$ cat src/common/psc_map.vh
// register map, field positions and reset values of the sequence checker
`ifndef PSC_MAP_VH
`define PSC_MAP_VH

// ----------------------------------------------------------------
// register offsets
// ----------------------------------------------------------------
`define PSC_ADDR_W          9
`define PSC_ADDR_CTRL       9'h14B
`define PSC_ADDR_REAL_CNT   9'h14C
`define PSC_ADDR_IMAG_CNT   9'h14D
`define PSC_ADDR_IRQ_STAT   9'h14E
`define PSC_ADDR_IRQ_MASK   9'h14F

// ----------------------------------------------------------------
// control register fields
// ----------------------------------------------------------------
`define PSC_BIT_ON          0
`define PSC_BIT_CLEAR       1
`define PSC_BIT_POLY        2
`define PSC_BIT_RESV_LO     3
`define PSC_BIT_RESV_HI     4
`define PSC_BIT_RSVD5       5
`define PSC_BIT_REAL_MATCH  6
`define PSC_BIT_IMAG_MATCH  7
`define PSC_CTRL_RESV_RST   2'h1

// ----------------------------------------------------------------
// interrupt status and mask fields
// ----------------------------------------------------------------
`define PSC_IRQ_W           4
`define PSC_IRQ_REAL_ERR    0
`define PSC_IRQ_IMAG_ERR    1
`define PSC_IRQ_REAL_SAT    2
`define PSC_IRQ_IMAG_SAT    3

// ----------------------------------------------------------------
// sequence taps, history bit index of each tap (newest bit is 0)
// ----------------------------------------------------------------
`define PSC_TAP15_A         14
`define PSC_TAP15_B         13
`define PSC_TAP7_A          6
`define PSC_TAP7_B          5
`define PSC_HIST_W          15

// ----------------------------------------------------------------
// widths and reset values
// ----------------------------------------------------------------
`define PSC_DATA_W          8
`define PSC_BYTE_ZERO       8'h00
`define PSC_CNT_MAX         8'hFF
`define PSC_LOCK_RUN        4'h8

`endif

$ cat src/rtl/psc_pattern_check_ctrl_check.v
// one channel: self-synchronising sequence comparison of sample words
`default_nettype none
`include "psc_map.vh"

module psc_pattern_check_ctrl_check #(
   parameter SAMPLE_W = 16
) (
   // clock and reset
   input  wire                i_mclk,
   input  wire                i_rst,
   // control
   input  wire                i_enable,
   input  wire                i_poly,
   // sample stream
   input  wire                i_valid,
   input  wire [SAMPLE_W-1:0] i_data,
   // result
   output reg                 o_checked,
   output reg                 o_mismatch
);

   // ----------------------------------------------------------------
   // expected bits from history, msb of the word is the oldest bit
   // ----------------------------------------------------------------
   reg [`PSC_HIST_W-1:0] hist;
   reg [`PSC_HIST_W-1:0] next_hist;
   reg                   next_err;
   reg                   primed;
   reg                   exp_bit;
   integer               k;

   always @* begin
      next_hist = hist;
      next_err  = 1'b0;
      exp_bit   = 1'b0;
      for (k = SAMPLE_W - 1; k >= 0; k = k - 1) begin
         if (i_poly) begin
            exp_bit = next_hist[`PSC_TAP15_A] ^ next_hist[`PSC_TAP15_B];
         end else begin
            exp_bit = next_hist[`PSC_TAP7_A] ^ next_hist[`PSC_TAP7_B];
         end
         if (exp_bit != i_data[k]) begin
            next_err = 1'b1;
         end
         // history follows the received bits so the check relocks itself
         next_hist = {next_hist[`PSC_HIST_W-2:0], i_data[k]};
      end
   end

   // ----------------------------------------------------------------
   // first word after enable only fills the history
   // ----------------------------------------------------------------
   always @(posedge i_mclk or posedge i_rst) begin
      if (i_rst) begin
         hist       <= {`PSC_HIST_W{1'b0}};
         primed     <= 1'b0;
         o_checked  <= 1'b0;
         o_mismatch <= 1'b0;
      end else begin
         o_checked  <= 1'b0;
         o_mismatch <= 1'b0;
         if (!i_enable) begin
            primed <= 1'b0;
         end else if (i_valid) begin
            hist       <= next_hist;
            primed     <= 1'b1;
            o_checked  <= primed;
            o_mismatch <= primed & next_err;
         end
      end
   end

endmodule // psc_pattern_check_ctrl_check
`default_nettype wire

$ cat src/rtl/psc_sat_count.v
// saturating error counter with synchronous clear
`default_nettype none
`include "psc_map.vh"

module psc_sat_count #(
   parameter CNT_W = 8
) (
   // clock and reset
   input  wire             i_mclk,
   input  wire             i_rst,
   // control
   input  wire             i_clear,
   input  wire             i_inc,
   // count
   output reg  [CNT_W-1:0] o_count,
   output wire             o_at_max
);

   assign o_at_max = &o_count;

   always @(posedge i_mclk or posedge i_rst) begin
      if (i_rst) begin
         o_count <= {CNT_W{1'b0}};
      end else if (i_clear) begin
         o_count <= {CNT_W{1'b0}};
      end else if (i_inc && !o_at_max) begin
         // sticks at full scale so a long bad run is never hidden
         o_count <= o_count + {{(CNT_W-1){1'b0}}, 1'b1};
      end
   end

endmodule // psc_sat_count
`default_nettype wire

$ cat src/rtl/psc_top.v
// sequence checker top: register port, two channels, interrupt
//
// Summary of operation
// - imaginary match flag, read-only control bit 7, resets 0, 1 on good sequence.
// - real match flag, read-only control bit 6, 0 on bad, 1 on good.
// - control bit 2 set selects the x^15+x^14+1 sequence; resets to 0.
// - real error count at 0x14C, resets 0, held clear while bit 1 set.
// - imaginary error count at 0x14D counts only while control bit 0 set.
//
// The address-and-strobe port is this design's own decision.
`default_nettype none
`include "psc_map.vh"

module psc_top #(
   parameter SAMPLE_W = 16,
   parameter CNT_W    = 8,
   parameter LOCK_RUN = 8
) (
   // clock and reset
   input  wire                    i_mclk,
   input  wire                    i_rst,
   // register port
   input  wire [`PSC_ADDR_W-1:0]  i_addr,
   input  wire [`PSC_DATA_W-1:0]  i_wdata,
   input  wire                    i_wr,
   input  wire                    i_rd,
   output reg  [`PSC_DATA_W-1:0]  o_rdata,
   // received sample path
   input  wire                    i_sample_valid,
   input  wire [SAMPLE_W-1:0]     i_real_data,
   input  wire [SAMPLE_W-1:0]     i_imag_data,
   // status
   output wire                    o_real_match_flag,
   output wire                    o_imag_match_flag,
   output wire                    o_irq
);

   // ----------------------------------------------------------------
   // channel indices
   // ----------------------------------------------------------------
   localparam CH_REAL = 0;
   localparam CH_IMAG = 1;
   localparam N_CH    = 2;

   // ----------------------------------------------------------------
   // control register
   // ----------------------------------------------------------------
   reg       checker_on;
   reg       counter_clear;
   reg       poly_select;
   reg [1:0] ctrl_resv;

   wire wr_ctrl = i_wr && (i_addr == `PSC_ADDR_CTRL);
   wire wr_stat = i_wr && (i_addr == `PSC_ADDR_IRQ_STAT);
   wire wr_mask = i_wr && (i_addr == `PSC_ADDR_IRQ_MASK);

   always @(posedge i_mclk or posedge i_rst) begin
      if (i_rst) begin
         checker_on    <= 1'b0;
         counter_clear <= 1'b0;
         poly_select   <= 1'b0;
         ctrl_resv     <= `PSC_CTRL_RESV_RST;
      end else if (wr_ctrl) begin
         checker_on    <= i_wdata[`PSC_BIT_ON];
         counter_clear <= i_wdata[`PSC_BIT_CLEAR];
         poly_select   <= i_wdata[`PSC_BIT_POLY];
         ctrl_resv     <= i_wdata[`PSC_BIT_RESV_HI:`PSC_BIT_RESV_LO];
      end
   end

   // ----------------------------------------------------------------
   // input sample register
   // ----------------------------------------------------------------
   // one stage keeps the long compare chain off the receive path
   wire [SAMPLE_W-1:0] ch_in [0:N_CH-1];
   reg                 sample_valid_q;

   assign ch_in[CH_REAL] = i_real_data;
   assign ch_in[CH_IMAG] = i_imag_data;

   always @(posedge i_mclk or posedge i_rst) begin
      if (i_rst) begin
         sample_valid_q <= 1'b0;
      end else begin
         sample_valid_q <= i_sample_valid;
      end
   end

   // ----------------------------------------------------------------
   // match flag states, one-hot
   // ----------------------------------------------------------------
   // the flag is a state bit, so pin and readback come from a flop
   localparam [2:0] ST_IDLE     = 3'b001;
   localparam [2:0] ST_HUNT     = 3'b010;
   localparam [2:0] ST_LOCK     = 3'b100;
   localparam       ST_LOCK_BIT = 2;
   localparam [3:0] LOCK_LAST   = LOCK_RUN[3:0] - 4'h1;

   // ----------------------------------------------------------------
   // per channel checker, error tally and match flag
   // ----------------------------------------------------------------
   wire [N_CH-1:0]  ch_checked;
   wire [N_CH-1:0]  ch_mismatch;
   wire [N_CH-1:0]  ch_at_max;
   wire [N_CH-1:0]  ch_sat_rise;
   wire [N_CH-1:0]  match_flag;
   wire [CNT_W-1:0] real_error_tally;
   wire [CNT_W-1:0] imag_error_tally;
   wire [CNT_W-1:0] tally [0:N_CH-1];

   genvar g;
   generate
      for (g = 0; g < N_CH; g = g + 1) begin : g_ch
         reg [SAMPLE_W-1:0] sample_q;
         reg [2:0]          state;
         reg [2:0]          next_state;
         reg [3:0]          good_run;
         reg [3:0]          next_good_run;
         reg                at_max_q;

         always @(posedge i_mclk or posedge i_rst) begin
            if (i_rst) begin
               sample_q <= {SAMPLE_W{1'b0}};
            end else if (i_sample_valid) begin
               sample_q <= ch_in[g];
            end
         end

         psc_pattern_check_ctrl_check #(
            .SAMPLE_W (SAMPLE_W)
         ) u_check (
            .i_mclk     (i_mclk),
            .i_rst      (i_rst),
            .i_enable   (checker_on),
            .i_poly     (poly_select),
            .i_valid    (sample_valid_q),
            .i_data     (sample_q),
            .o_checked  (ch_checked[g]),
            .o_mismatch (ch_mismatch[g])
         );

         psc_sat_count #(
            .CNT_W (CNT_W)
         ) u_count (
            .i_mclk   (i_mclk),
            .i_rst    (i_rst),
            .i_clear  (counter_clear),
            .i_inc    (checker_on & ch_mismatch[g]),
            .o_count  (tally[g]),
            .o_at_max (ch_at_max[g])
         );

         // a run of good words raises the flag, one bad word drops it
         always @* begin
            next_state    = state;
            next_good_run = good_run;
            case (state)
               ST_IDLE: begin
                  // a re-enable always starts a fresh run of good words
                  next_good_run = 4'h0;
                  if (checker_on) begin
                     next_state = ST_HUNT;
                  end
               end
               ST_HUNT: begin
                  if (!checker_on) begin
                     next_state    = ST_IDLE;
                     next_good_run = 4'h0;
                  end else if (ch_mismatch[g]) begin
                     next_good_run = 4'h0;
                  end else if (ch_checked[g]) begin
                     if (good_run == LOCK_LAST) begin
                        next_state = ST_LOCK;
                     end else begin
                        next_good_run = good_run + 4'h1;
                     end
                  end
               end
               ST_LOCK: begin
                  if (!checker_on) begin
                     next_state    = ST_IDLE;
                     next_good_run = 4'h0;
                  end else if (ch_mismatch[g]) begin
                     next_state    = ST_HUNT;
                     next_good_run = 4'h0;
                  end
               end
               default: begin
                  next_state    = ST_IDLE;
                  next_good_run = 4'h0;
               end
            endcase
         end

         always @(posedge i_mclk or posedge i_rst) begin
            if (i_rst) begin
               state    <= ST_IDLE;
               good_run <= 4'h0;
               at_max_q <= 1'b0;
            end else begin
               state    <= next_state;
               good_run <= next_good_run;
               at_max_q <= ch_at_max[g];
            end
         end

         assign match_flag[g]  = state[ST_LOCK_BIT];
         assign ch_sat_rise[g] = ch_at_max[g] & ~at_max_q;
      end
   endgenerate

   assign real_error_tally  = tally[CH_REAL];
   assign imag_error_tally  = tally[CH_IMAG];
   assign o_real_match_flag = match_flag[CH_REAL];
   assign o_imag_match_flag = match_flag[CH_IMAG];

   // ----------------------------------------------------------------
   // interrupt status and mask
   // ----------------------------------------------------------------
   reg  [`PSC_IRQ_W-1:0] irq_stat;
   reg  [`PSC_IRQ_W-1:0] irq_mask;
   wire [`PSC_IRQ_W-1:0] irq_set;

   assign irq_set[`PSC_IRQ_REAL_ERR] = ch_mismatch[CH_REAL];
   assign irq_set[`PSC_IRQ_IMAG_ERR] = ch_mismatch[CH_IMAG];
   assign irq_set[`PSC_IRQ_REAL_SAT] = ch_sat_rise[CH_REAL];
   assign irq_set[`PSC_IRQ_IMAG_SAT] = ch_sat_rise[CH_IMAG];

   always @(posedge i_mclk or posedge i_rst) begin
      if (i_rst) begin
         irq_stat <= {`PSC_IRQ_W{1'b0}};
         irq_mask <= {`PSC_IRQ_W{1'b0}};
      end else begin
         // a new event in the clearing cycle survives the clear
         if (wr_stat) begin
            irq_stat <= (irq_stat & ~i_wdata[`PSC_IRQ_W-1:0]) | irq_set;
         end else begin
            irq_stat <= irq_stat | irq_set;
         end
         if (wr_mask) begin
            irq_mask <= i_wdata[`PSC_IRQ_W-1:0];
         end
      end
   end

   assign o_irq = |(irq_stat & irq_mask);

   // ----------------------------------------------------------------
   // read back
   // ----------------------------------------------------------------
   reg [`PSC_DATA_W-1:0] rd_mux;

   always @* begin
      rd_mux = `PSC_BYTE_ZERO;
      case (i_addr)
         `PSC_ADDR_CTRL: begin
            rd_mux[`PSC_BIT_IMAG_MATCH] = match_flag[CH_IMAG];
            rd_mux[`PSC_BIT_REAL_MATCH] = match_flag[CH_REAL];
            rd_mux[`PSC_BIT_RESV_HI:`PSC_BIT_RESV_LO] = ctrl_resv;
            rd_mux[`PSC_BIT_POLY]  = poly_select;
            rd_mux[`PSC_BIT_CLEAR] = counter_clear;
            rd_mux[`PSC_BIT_ON]    = checker_on;
         end
         `PSC_ADDR_REAL_CNT: begin
            rd_mux = real_error_tally;
         end
         `PSC_ADDR_IMAG_CNT: begin
            rd_mux = imag_error_tally;
         end
         `PSC_ADDR_IRQ_STAT: begin
            rd_mux[`PSC_IRQ_W-1:0] = irq_stat;
         end
         `PSC_ADDR_IRQ_MASK: begin
            rd_mux[`PSC_IRQ_W-1:0] = irq_mask;
         end
         default: begin
            rd_mux = `PSC_BYTE_ZERO;
         end
      endcase
   end

   // data only in the cycle after the strobe, zero otherwise
   always @(posedge i_mclk or posedge i_rst) begin
      if (i_rst) begin
         o_rdata <= `PSC_BYTE_ZERO;
      end else if (i_rd) begin
         o_rdata <= rd_mux;
      end else begin
         o_rdata <= `PSC_BYTE_ZERO;
      end
   end

endmodule // psc_top
`default_nettype wire

$ cat config.mk
export PLATFORM = sky130hd
export DESIGN_NAME = psc_top
export DESIGN_NICKNAME = d
export VERILOG_FILES = /design/src/rtl/psc_pattern_check_ctrl_check.v /design/src/rtl/psc_sat_count.v /design/src/rtl/psc_top.v
export VERILOG_INCLUDE_DIRS = /design/src /design/src/common
export SDC_FILE = /design/constraint.sdc
export NUM_CORES = 1
export LEC_CHECK = 0
export BUFFER_PORTS_ARGS = -buffer_cell sky130_fd_sc_hd__buf_2
export CAP_MARGIN = 5
export CORE_UTILIZATION = 32
export DETAILED_ROUTE_END_ITERATION = 7
export MAX_ROUTING_LAYER = met4
export PLACE_DENSITY_LB_ADDON = 0.08
export SETUP_SLACK_MARGIN = 0.15
export SLEW_MARGIN = 20
export SYNTH_ARGS = -nofsm -noshare
export SYNTH_HDL_FRONTEND = slang
export SYNTH_SLANG_ARGS = --single-unit
$ cat constraint.sdc
create_clock -name i_mclk -period 9.4 [get_ports i_mclk]
set_input_delay 1.88 -clock i_mclk [delete_from_list [all_inputs] [get_ports i_mclk]]
set_output_delay 1.88 -clock i_mclk [all_outputs]
set_load 0.05 [all_outputs]
; Yosys cells after proc, flatten, opt, wreduce, memory -nomap -nowiden
; Index checks and enable logic that the tools add are counted.
[op_classes]
eq_ne = 60
addsub = 4
reduce_logical = 17
n_mux = 111
n_bitwise = 61
[op_table]
columns = operator, count
row1 = $mux W1, 72
row2 = $mux W4, 13
row3 = $xor A1 B1 Y1, 48
row4 = $eq A9 B9 Y1 const B, 5
row5 = $mux W8, 5
row6 = $mux W3, 13
row7 = $ne A1 B1 Y1, 32
row8 = $pmux W4 S5, 1
row9 = $pmux W3 S3, 2
row10 = $add A8 B1 Y8 const B, 2
row11 = $pmux W4 S2, 2
row12 = $reduce_and A8 Y1, 2
row13 = $ne A3 B2 Y1 const B, 4
row14 = $ne A3 B3 Y1 const B, 4
row15 = $reduce_and A5 Y1, 2
row16 = $add A4 B1 Y4 const B, 2
row17 = $and A4 B4 Y4, 2
row18 = $eq A4 B3 Y1 const B, 2
row19 = $ne A4 B2 Y1 const B, 2
row20 = $ne A4 B3 Y1 const B, 2
row21 = $or A4 B4 Y4, 2
row22 = $and A1 B1 Y1, 6
row23 = $eq A3 B1 Y1 const B, 2
row24 = $eq A3 B2 Y1 const B, 2
row25 = 14 further kinds, 24
[word_totals]
elab_cells = 277
output_inout_bits = 11
register_bits = 120
in_bits = 54

; Logic depth before layout (Yosys ltp)
; Gate-level depths: netlist (run 1).
[depth]
ltp_word = 22
depth_mapped = 8
depth_no_buf = 7

; Modules after synthesis
; A second synthesis (run 1) with hierarchy kept.
[unflattened]
cells_unflattened = 577
hier_area_um2 = 6570.1
[by_module_without_submodules]
columns = module, area_each_um2, cells_per_inst, instances, seq_area_each_um2
row1 = psc_top, 3166.8, 257, 1, 1755.4
row2 = psc_pattern_check_ctrl_check, 1229.9, 114, 2, 450.4
row3 = psc_sat_count, 471.7, 46, 2, 200.2

; Worst setup path after synthesis (run 1)
; Ideal clock, no wire load.
[synth_path]
path_kind = in2reg
startpoint = in i_addr[5]
endpoint = reg checker_on
required_time_ns = 9.275
arrival_time_ns = 3.064
path_slack_ns = 6.211
stages = 4
cell_sequence = nor4b_2 > nand2_2 > nor4_4 > mux2_2
[synth_between]
elab_chain_len = 2
[synth_lines]
columns = item, line
row1 = start: declaration, psc_top.v:23  ; input wire [`PSC_ADDR_W-1:0] i_addr,
row2 = $eq A9 B9 Y1, -
row3 = $logic_and A1 B1 Y1, psc_top.v:53  ; wire wr_ctrl = i_wr && (i_addr == `PSC_ADDR_CTRL);
row4 = end signal: assignment, psc_top.v:64  ; checker_on <= i_wdata[`PSC_BIT_ON];
row5 = end: declaration, psc_top.v:48  ; reg checker_on;
; No other way between the ends.
; A chain may end at the register's enable or synchronous reset.

; Final worst setup path (run 1)
[layout_path]
startpoint = reg irq_stat[3]
endpoint = out o_irq
[layout_between]
elab_chain_len = 2
[layout_lines]
columns = item, line
row1 = start: declaration, psc_top.v:220  ; reg [`PSC_IRQ_W-1:0] irq_stat;
row2 = start signal: assignment, psc_top.v:231  ; irq_stat <= {`PSC_IRQ_W{1'b0}};
row3 = start signal: assignment, psc_top.v:236  ; irq_stat <= (irq_stat & ~i_wdata[`PSC_IRQ_W-1:0]) | irq_set;
row4 = start signal: assignment, psc_top.v:238  ; irq_stat <= irq_stat | irq_set;
row5 = $and A4 B4 Y4, psc_top.v:246  ; assign o_irq = |(irq_stat & irq_mask);
row6 = $reduce_or A4 Y1, psc_top.v:246
row7 = end: declaration, psc_top.v:35  ; output wire o_irq
; No other way between the ends.

==> results.json, run 1 <==
{
  "outcome": "finished, final reports clean",
  "clkSinkCount": 120,
  "cts_resized": 0,
  "syn_area_per_cell_sq_um": 11.4,
  "vdd_drop_max_v": 0.000123,
  "synthCells": 550,
  "synth_area_leaders": "dfrtp_1, mux2_2, xnor2_1",
  "whs_ns": 0.475,
  "critPathCaptureType": "output pin",
  "vias": 4158,
  "synth_largest_area_cell": "dfrtp_1",
  "hold_class": "reg -> reg",
  "postRouteAntennaNets": 0,
  "start_kind": "flip-flop",
  "instances_no_fill": 886,
  "tritoncts": "done",
  "cp_max_fo": 3,
  "cts_hold_buf": 0,
  "setup_viol": 0,
  "synth.ff_latch_count": 120,
  "gr-total-overflow": 0,
  "cts_buffers": 17,
  "layout_common_cells": "dfrtp_1, mux2_2, xnor2_1",
  "place_inst": 855,
  "synth_top_cell_area_share": 0.468,
  "wire_per_inst_um": 15.0,
  "track_usage": 0.151,
  "die_w_um": 142,
  "hold_viol": 0,
  "synth-edff-count": 0,
  "drv_slew": 0,
  "final_common_cell": "dfrtp_1",
  "vias_per_cell": 4.69,
  "clkSlewWorstSetupHoldPaths_ns": 0.06,
  "port_buffers": 61,
  "power.total_w": 0.00154,
  "insertion_delay_ns": 0.41,
  "reg2reg_depth": 7,
  "synth_cell_types": 47,
  "hpwl_um": 9380,
  "min_path_cells": 1,
  "final_nets": 672,
  "layout-drive-gt1-share": 0.288,
  "powerDensity_mw_per_mm2": 207,
  "grt_pass1_vias": 4314,
  "relSlewSlack": 0.365,
  "async_flop_share": 1.00,
  "route.detailed.drc": 0,
  "syn_area_sq_mm": 0.00625,
  "r2r_setup_slack_ns": 7.24,
  "cap_violations": 0,
  "firstDrtPassIters": 4,
  "diodes": 0,
  "required_ns": 7.52,
  "dr.first_iter.drc_count": 166,
  "tightestPinTransition_ns": 0.953,
  "routabilityCongestion": 0.771,
  "rsz0062_at_grt": "false",
  "fmax_mhz": 310,
  "die_area_sq_mm": 0.0201,
  "cts-root-buf": "clkbuf_16",
  "dieHeight_um": 142,
  "grt_pass1_wl_um": 22900,
  "synth-main-ff-cell": "dfrtp_1",
  "core_sq_mm": 0.0190,
  "io_pins": 65,
  "cts_setup_buffers": 0,
  "path_class": "reg -> out",
  "ys_seq_area_frac": 0.481,
  "cts_buffer_depth": 2,
  "grt_max_degree": 76,
  "antenna_found_initial": 0,
  "yosys_warnings": 0,
  "p_leak_nw": 3.38,
  "syn_nets": 608,
  "htree_num_levels": 4,
  "period_needed_ns": 3.23,
  "timing.final.crit_share": 0.343,
  "synthToLayoutAreaGrowth_pct": 19.2,
  "worst_ep_arrival_time_ns": 1.35,
  "num_rows": 50,
  "fin_skew_ns": 0.00820,
  "fin_tns_setup_ns": 0,
  "start_util": 0.330,
  "wirelength_um": 13300
}
-- registers in the layout, summed over array words and instances, names as in the netlist --
| signal | cells |
|---|---|
| g_ch.u_check.o_mismatch | 2 |
| g_ch.u_check.primed | 1 |
| g_ch.at_max_q | 2 |
| g_ch.state | 6 |
| g_ch.u_check.o_checked | 1 |
| checker_on | 1 |
| counter_clear | 1 |
| ctrl_resv | 2 |
| g_ch.u_count.o_count | 16 |
| irq_mask | 4 |
| poly_select | 1 |
| o_rdata | 8 |
| g_ch.sample_q | 32 |
| g_ch.good_run | 8 |
| g_ch.u_check.hist | 30 |
| sample_valid_q | 1 |
| irq_stat | 4 |
-- metal layers --
metal / vias to the layer above / track usage / part of all wire
met3: 18 / 0.0348 / 0.034
met1: 2022 / 0.197 / 0.49
li1: 2034 / - / -
met5: - / - / 0
met2: 84 / 0.230 / 0.46
met4: 0 / 0.0549 / 0.016
-- cell families (layout without fill, tap and decap cells) --
family,count (synthesis),count (layout),share of synthesized area
flops,120,120,0.481
mux,104,104,0.181
xor+xnor,99,99,0.139
compound gates,56,56,0.0550
buf+inv,25,101,0.0174
simple gates,142,142,0.119
fa+ha+maj,4,4,0.00800
-- critical path: stages, from the launching register on --
cell and delay (ns):
dfrtp_1 0.41, a22oi_1 0.22, nand2_1 0.09, buf_2 0.22
-- cell type report --
class | instances | area [sq um]
Inverter | 6 | 25.0
Clock buffer | 24 | 492
Sequential cell | 120 | 3010
Fill cell | 1869 | 11500
Timing Repair Buffer | 64 | 328
Multi-Input combinational cell | 405 | 3140
Clock inverter | 7 | 140
Tap cell | 260 | 325
-- cells in the mapped netlist (2+ instances only) --
cell type and n:
nor2_2 2, nand2_1 33, nand4_1 10, nor2b_1 7
nor4b_1 2, and2_1 6, dfrtp_1 117, o21a_1 4
a31oi_1 2, nor2_1 43, buf_2 3, o21ai_0 10
a22o_1 2, a21oi_1 20, nand4b_1 2, nor3b_1 5
xor2_1 31, clkbuf_1 9, a311oi_1 2, mux2i_1 31
nor3_1 2, nand3_1 4, inv_1 5, and3_1 9
dfstp_2 3, buf_4 3, o22ai_1 4, buf_1 4
xnor2_1 68, a21o_1 2, or2_2 3, ha_1 4
nand3b_1 3, mux2_2 73, nand2b_1 4, a22oi_1 7
-- final timing paths --
path	start	end
max	irq_stat[3]	o_irq
min	g_ch[0].u_check.primed	g_ch[0].u_check.primed
max reg2reg	poly_select	g_ch[0].u_check.o_mismatch
min reg2reg	g_ch[0].u_check.primed	g_ch[0].u_check.primed
max in group asynchronous	i_rst	g_ch[1].good_run[2]
min in group asynchronous	i_rst	g_ch[0].sample_q[10]
-- power by group --
part	internal (W)	switching [W]	total, W
clock network	0.000470	0.000229	0.000699
registers	0.000557	0.0000525	0.000609
logic	0.000135	0.000101	0.000236
total	0.00116	0.000382	0.00154
-- metrics by stage --
stage | utilization | area (sq um) | setup slack, ns
2_1_floorplan | - | 6250 | 4.34
3_3_place_gp | 0.360 | 6820 | 5.82
3_5_place_dp | 0.360 | 6820 | 5.84
4_1_cts | 0.393 | 7460 | 6.16
5_1_grt | 0.393 | 7460 | 6.07
6_report | 0.393 | 7460 | 6.17
(Power assumes the default switching activity.)
==> run 2: changes to the inputs <==
==> constraint.sdc (replaced) <==
create_clock -name i_mclk -period 3.2 [get_ports i_mclk]
set_input_delay 0.64 -clock i_mclk [delete_from_list [all_inputs] [get_ports i_mclk]]
set_output_delay 0.64 -clock i_mclk [all_outputs]
set_load 0.05 [all_outputs]
==> results.json, run 2 (same netlist as run 1, synthesis figures left out) <==
{
  "core_sq_mm": 0.0190,
  "power.total_w": 0.00454,
  "synthToLayoutAreaGrowth_pct": 19.6,
  "tritoncts": "done",
  "insertion_delay_ns": 0.41,
  "place_inst": 857,
  "cp_max_fo": 26,
  "wirelength_um": 13600,
  "outcome": "finished, final reports clean",
  "top_register": "g_ch.sample_q",
  "relSlewSlack": 0.449,
  "fin_skew_ns": 0.00961,
  "hold_viol": 0,
  "dieHeight_um": 142,
  "timing.final.crit_share": 0.628,
  "firstDrtPassIters": 4,
  "fmax_mhz": 498,
  "reg_top3": "g_ch.sample_q (32), g_ch.u_check.hist (30), g_ch.u_count.o_count (16)",
  "num_rows": 50,
  "vdd_drop_max_v": 0.000330,
  "track_usage": 0.155,
  "cts-root-buf": "clkbuf_16",
  "cts_resized": 0,
  "grt_max_degree": 54,
  "dr.first_iter.drc_count": 149,
  "start_util": 0.330,
  "port_buffers": 61,
  "die_w_um": 142,
  "routabilityCongestion": 0.768,
  "cts_hold_buf": 0,
  "clkSinkCount": 120,
  "start_kind": "flip-flop",
  "vias_per_cell": 4.76,
  "cts_setup_buffers": 0,
  "wire_per_inst_um": 15.3,
  "cts_buffer_depth": 2,
  "setup_viol": 0,
  "rsz0062_at_grt": "false",
  "final_common_cell": "dfrtp_1",
  "worst_ep_arrival_time_ns": 2.29,
  "tightestPinTransition_ns": 0.827,
  "vias": 4233,
  "drv_slew": 0,
  "critPathCaptureType": "flip-flop",
  "powerDensity_mw_per_mm2": 607,
  "die_area_sq_mm": 0.0201,
  "hold_class": "in -> async",
  "largest_reg_flops": 32,
  "hpwl_um": 9700,
  "diodes": 0,
  "fin_tns_setup_ns": 0,
  "period_needed_ns": 2.01,
  "antenna_found_initial": 0,
  "nFillCells": 1821,
  "clkSlewWorstSetupHoldPaths_ns": 0.06,
  "route.detailed.drc": 0,
  "cts_buffers": 17,
  "grt_pass1_wl_um": 23200,
  "multiInputGateArea_sq_mm": 0.00314,
  "io_pins": 65,
  "instances_no_fill": 889,
  "layout_common_cells": "dfrtp_1, mux2_2, xnor2_1",
  "final_nets": 674,
  "layout-drive-gt1-share": 0.294,
  "ff_latch_area_sq_mm": 0.00301,
  "grt_pass1_vias": 4364,
  "htree_num_levels": 4,
  "path_class": "reg -> reg",
  "utilization": 0.395,
  "p_leak_nw": 3.40,
  "postRouteAntennaNets": 0,
  "required_ns": 3.48,
  "cap_violations": 0,
  "whs_ns": 0.313,
  "gr-total-overflow": 0
}
-- run 2: per-layer routing --
metal,GRT usage,up-vias,part of all wire
met2,0.240,81,0.47
met1,0.199,2096,0.48
met5,-,-,0
met4,0.0374,0,0.0071
met3,0.0435,8,0.042
li1,-,2048,-
-- run 2: final timing paths --
path	start	to	slack (ns)	depth (start not counted)
min in group i_mclk	i_imag_data[9]	g_ch[1].sample_q[9]	0.45	2
min reg2reg	g_ch[0].u_check.primed	g_ch[0].u_check.primed	0.48	1
max in group asynchronous	i_rst	g_ch[1].state[0]	2.14	3
min	i_rst	g_ch[0].sample_q[9]	0.31	2
max reg2reg	poly_select	g_ch[1].u_check.o_mismatch	1.19	6
max	poly_select	g_ch[1].u_check.o_mismatch	1.19	6
-- run 2: worst max-delay path, cell delays in order (launching register included) --
cell	delay [ns]
dfrtp_1	0.42
buf_4	0.39
mux2i_1	0.30
xnor2_1	0.15
nand4_1	0.14
nor4b_1	0.36
a21oi_1	0.11
-- run 2: per-stage QoR --
stage	setup slack, ns	instance area, sq um
2_1_floorplan	1.09	6260
6_report	1.19	7480
5_1_grt	1.02	7480
3_5_place_dp	0.982	6850
3_3_place_gp	0.988	6850
4_1_cts	1.21	7480
-- run 2: final cells by class --
cell class,count,area share
Sequential cell,120,0.402
Tap cell,260,0.0435
Clock inverter,12,0.0231
Multi-Input combinational cell,405,0.420
Timing Repair Buffer,66,0.0475
Inverter,6,0.00351
Clock buffer,20,0.0610
-- run 2: report_power, final --
group          switching, W  internal, W
registers          0.000156      0.00163
clock network      0.000703      0.00134
logic              0.000302     0.000401
total               0.00116      0.00338
==> run 3: changes to the inputs <==
==> constraint.sdc (replaced) <==
create_clock -name i_mclk -period 1.6 [get_ports i_mclk]
set_input_delay 0.32 -clock i_mclk [delete_from_list [all_inputs] [get_ports i_mclk]]
set_output_delay 0.32 -clock i_mclk [all_outputs]
set_load 0.05 [all_outputs]
==> results.json, run 3 (same netlist as run 1, synthesis figures left out) <==
{
  "clkSlewWorstSetupHoldPaths_ns": 0.06,
  "vias_per_cell": 4.68,
  "fin_skew_ns": 0.0107,
  "vdd_drop_max_v": 0.000827,
  "hp-start": "i_imag_data[4]",
  "fin_tns_setup_ns": -0.0154,
  "insertion_delay_ns": 0.41,
  "final_common_cell": "dfrtp_1",
  "dr.first_iter.drc_count": 108,
  "htree_num_levels": 4,
  "reg2reg_from": "poly_select",
  "grt_pass1_wl_um": 24600,
  "worst_hold_path.endpoint": "g_ch[1].sample_q[4]",
  "reg2reg_depth": 7,
  "start_util": 0.330,
  "synthToLayoutAreaGrowth_pct": 34.7,
  "tritoncts": "done",
  "fmax_mhz": 619,
  "largest_reg_flops": 32,
  "cts_buffer_depth": 2,
  "start_kind": "flip-flop",
  "routabilityCongestion": 0.812,
  "die_w_um": 142,
  "whs_ns": 0.134,
  "worst_slack_ns": -0.0152,
  "vias": 4516,
  "hpwl_um": 10500,
  "num_rows": 50,
  "io_pins": 65,
  "cap_violations": 0,
  "dieHeight_um": 142,
  "diodes": 0,
  "critPathCaptureType": "flip-flop",
  "track_usage": 0.163,
  "period_needed_ns": 1.62,
  "instances_no_fill": 964,
  "tightestPinTransition_ns": 0.462,
  "outcome": "finished, violations left",
  "cts_buffers": 17,
  "core_sq_mm": 0.0190,
  "top_register": "g_ch.sample_q",
  "setup_viol": 2,
  "wirelength_um": 14500,
  "drv_slew": 0,
  "cp_max_fo": 8,
  "place_inst": 907,
  "relSlewSlack": 0.691,
  "layout_common_cells": "dfrtp_1, mux2_2, xnor2_1",
  "hold_viol": 0,
  "grt_max_degree": 45,
  "die_area_sq_mm": 0.0201,
  "fin_area_sq_mm": 0.00842,
  "worst_ep_arrival_time_ns": 1.91,
  "route.detailed.drc": 0,
  "firstDrtPassIters": 5,
  "placed_cell_area_sq_mm": 0.00742,
  "min_path_cells": 2,
  "final_nets": 749,
  "required_ns": 1.89,
  "r2r_setup_slack_ns": -0.02,
  "wire_per_inst_um": 15.1,
  "timing.final.crit_share": 1.01,
  "gr-total-overflow": 0,
  "path_class": "reg -> reg",
  "powerDensity_mw_per_mm2": 1070,
  "clkSinkCount": 120,
  "grt_pass1_vias": 4820,
  "reg_top3": "g_ch.sample_q (32), g_ch.u_check.hist (30), g_ch.u_count.o_count (16)",
  "p_leak_nw": 3.86,
  "failed_checks": "setup timing",
  "port_buffers": 61,
  "antenna_found_initial": 0,
  "rsz0062_at_grt": "true",
  "cts-root-buf": "clkbuf_16",
  "hold_class": "in -> reg",
  "postRouteAntennaNets": 0,
  "layout-drive-gt1-share": 0.419,
  "timing.rr.end": "g_ch[1].u_check.o_mismatch"
}
[run 3: cell types whose count changed in the layout (fill, tap and decap cells not counted), sizes merged]
cell         delta
clkinv          +1
buf            +73
clkbuf          -1
bufinv          -1
bufbuf          +1
inv             -1
clkinvlp        +2
dlygate4sd3     +1
[run 3: per-stage QoR]
stage | total power (W) | worst slack (ns) | util
final | 0.00901 | -0.0152 | 0.444
after detailed placement | 0.00520 | -0.180 | 0.391
after floorplan | 0.00475 | -0.187 | -
after CTS | 0.00915 | -0.0374 | 0.437
after global routing | 0.00949 | -0.160 | 0.444
after global placement | 0.00518 | -0.159 | 0.391
[run 3: how the worst max path moves through the flow]
stage | end | startpoint | slack (ns) | cells after the start
2_1_floorplan | checker_on | i_rst | -0.19 | 1
3_3_place_gp | irq_stat[3] | i_addr[5] | -0.16 | 7
3_5_place_dp | irq_stat[2] | i_addr[5] | -0.18 | 7
4_1_cts | g_ch[1].u_check.o_mismatch | poly_select | -0.04 | 7
5_1_grt | g_ch[1].u_check.o_mismatch | poly_select | -0.16 | 7
6_report | g_ch[1].u_check.o_mismatch | poly_select | -0.02 | 7
[run 3: layer usage]
layer	vias up	track usage	share of wire
met2	76	0.260	0.47
li1	2210	-	-
met5	-	-	0
met1	2212	0.206	0.48
met4	0	0.0436	0.014
met3	18	0.0422	0.031
[run 3: critical path: stages (launching register included)]
cell	delay (ns)
dfrtp_1	0.39
buf_12	0.17
buf_8	0.13
mux2i_1	0.23
xnor2_1	0.14
nand2_1	0.08
nor4b_2	0.25
a21oi_1	0.10
[run 3: cell type report]
cell class                      count  area [sq um]
Inverter                            6          38.8
Clock buffer                       19           443
Fill cell                        1799         10500
Multi-Input combinational cell    405          3340
Clock inverter                     13           154
Timing Repair Buffer              141          1110
Tap cell                          260           325
Sequential cell                   120          3010
[run 3: report_power, final]
part	total (W)	internal, W	switching (W)
logic	0.00160	0.000909	0.000694
registers	0.00356	0.00327	0.000285
clock network	0.00385	0.00247	0.00138
total	0.00901	0.00665	0.00236
[run 3: repair_timing]
| item | in CTS | in global routing |
|---|---|---|
| hold endpoints to repair | 8 | 0 |
| resized for setup | 32 | 19 |
| pin swaps | 27 | 17 |
| setup endpoints to repair | 25 | 29 |
| hold buffers | 1 | 0 |
| gates cloned | 1 | 0 |
| buffers inserted | 15 | 8 |
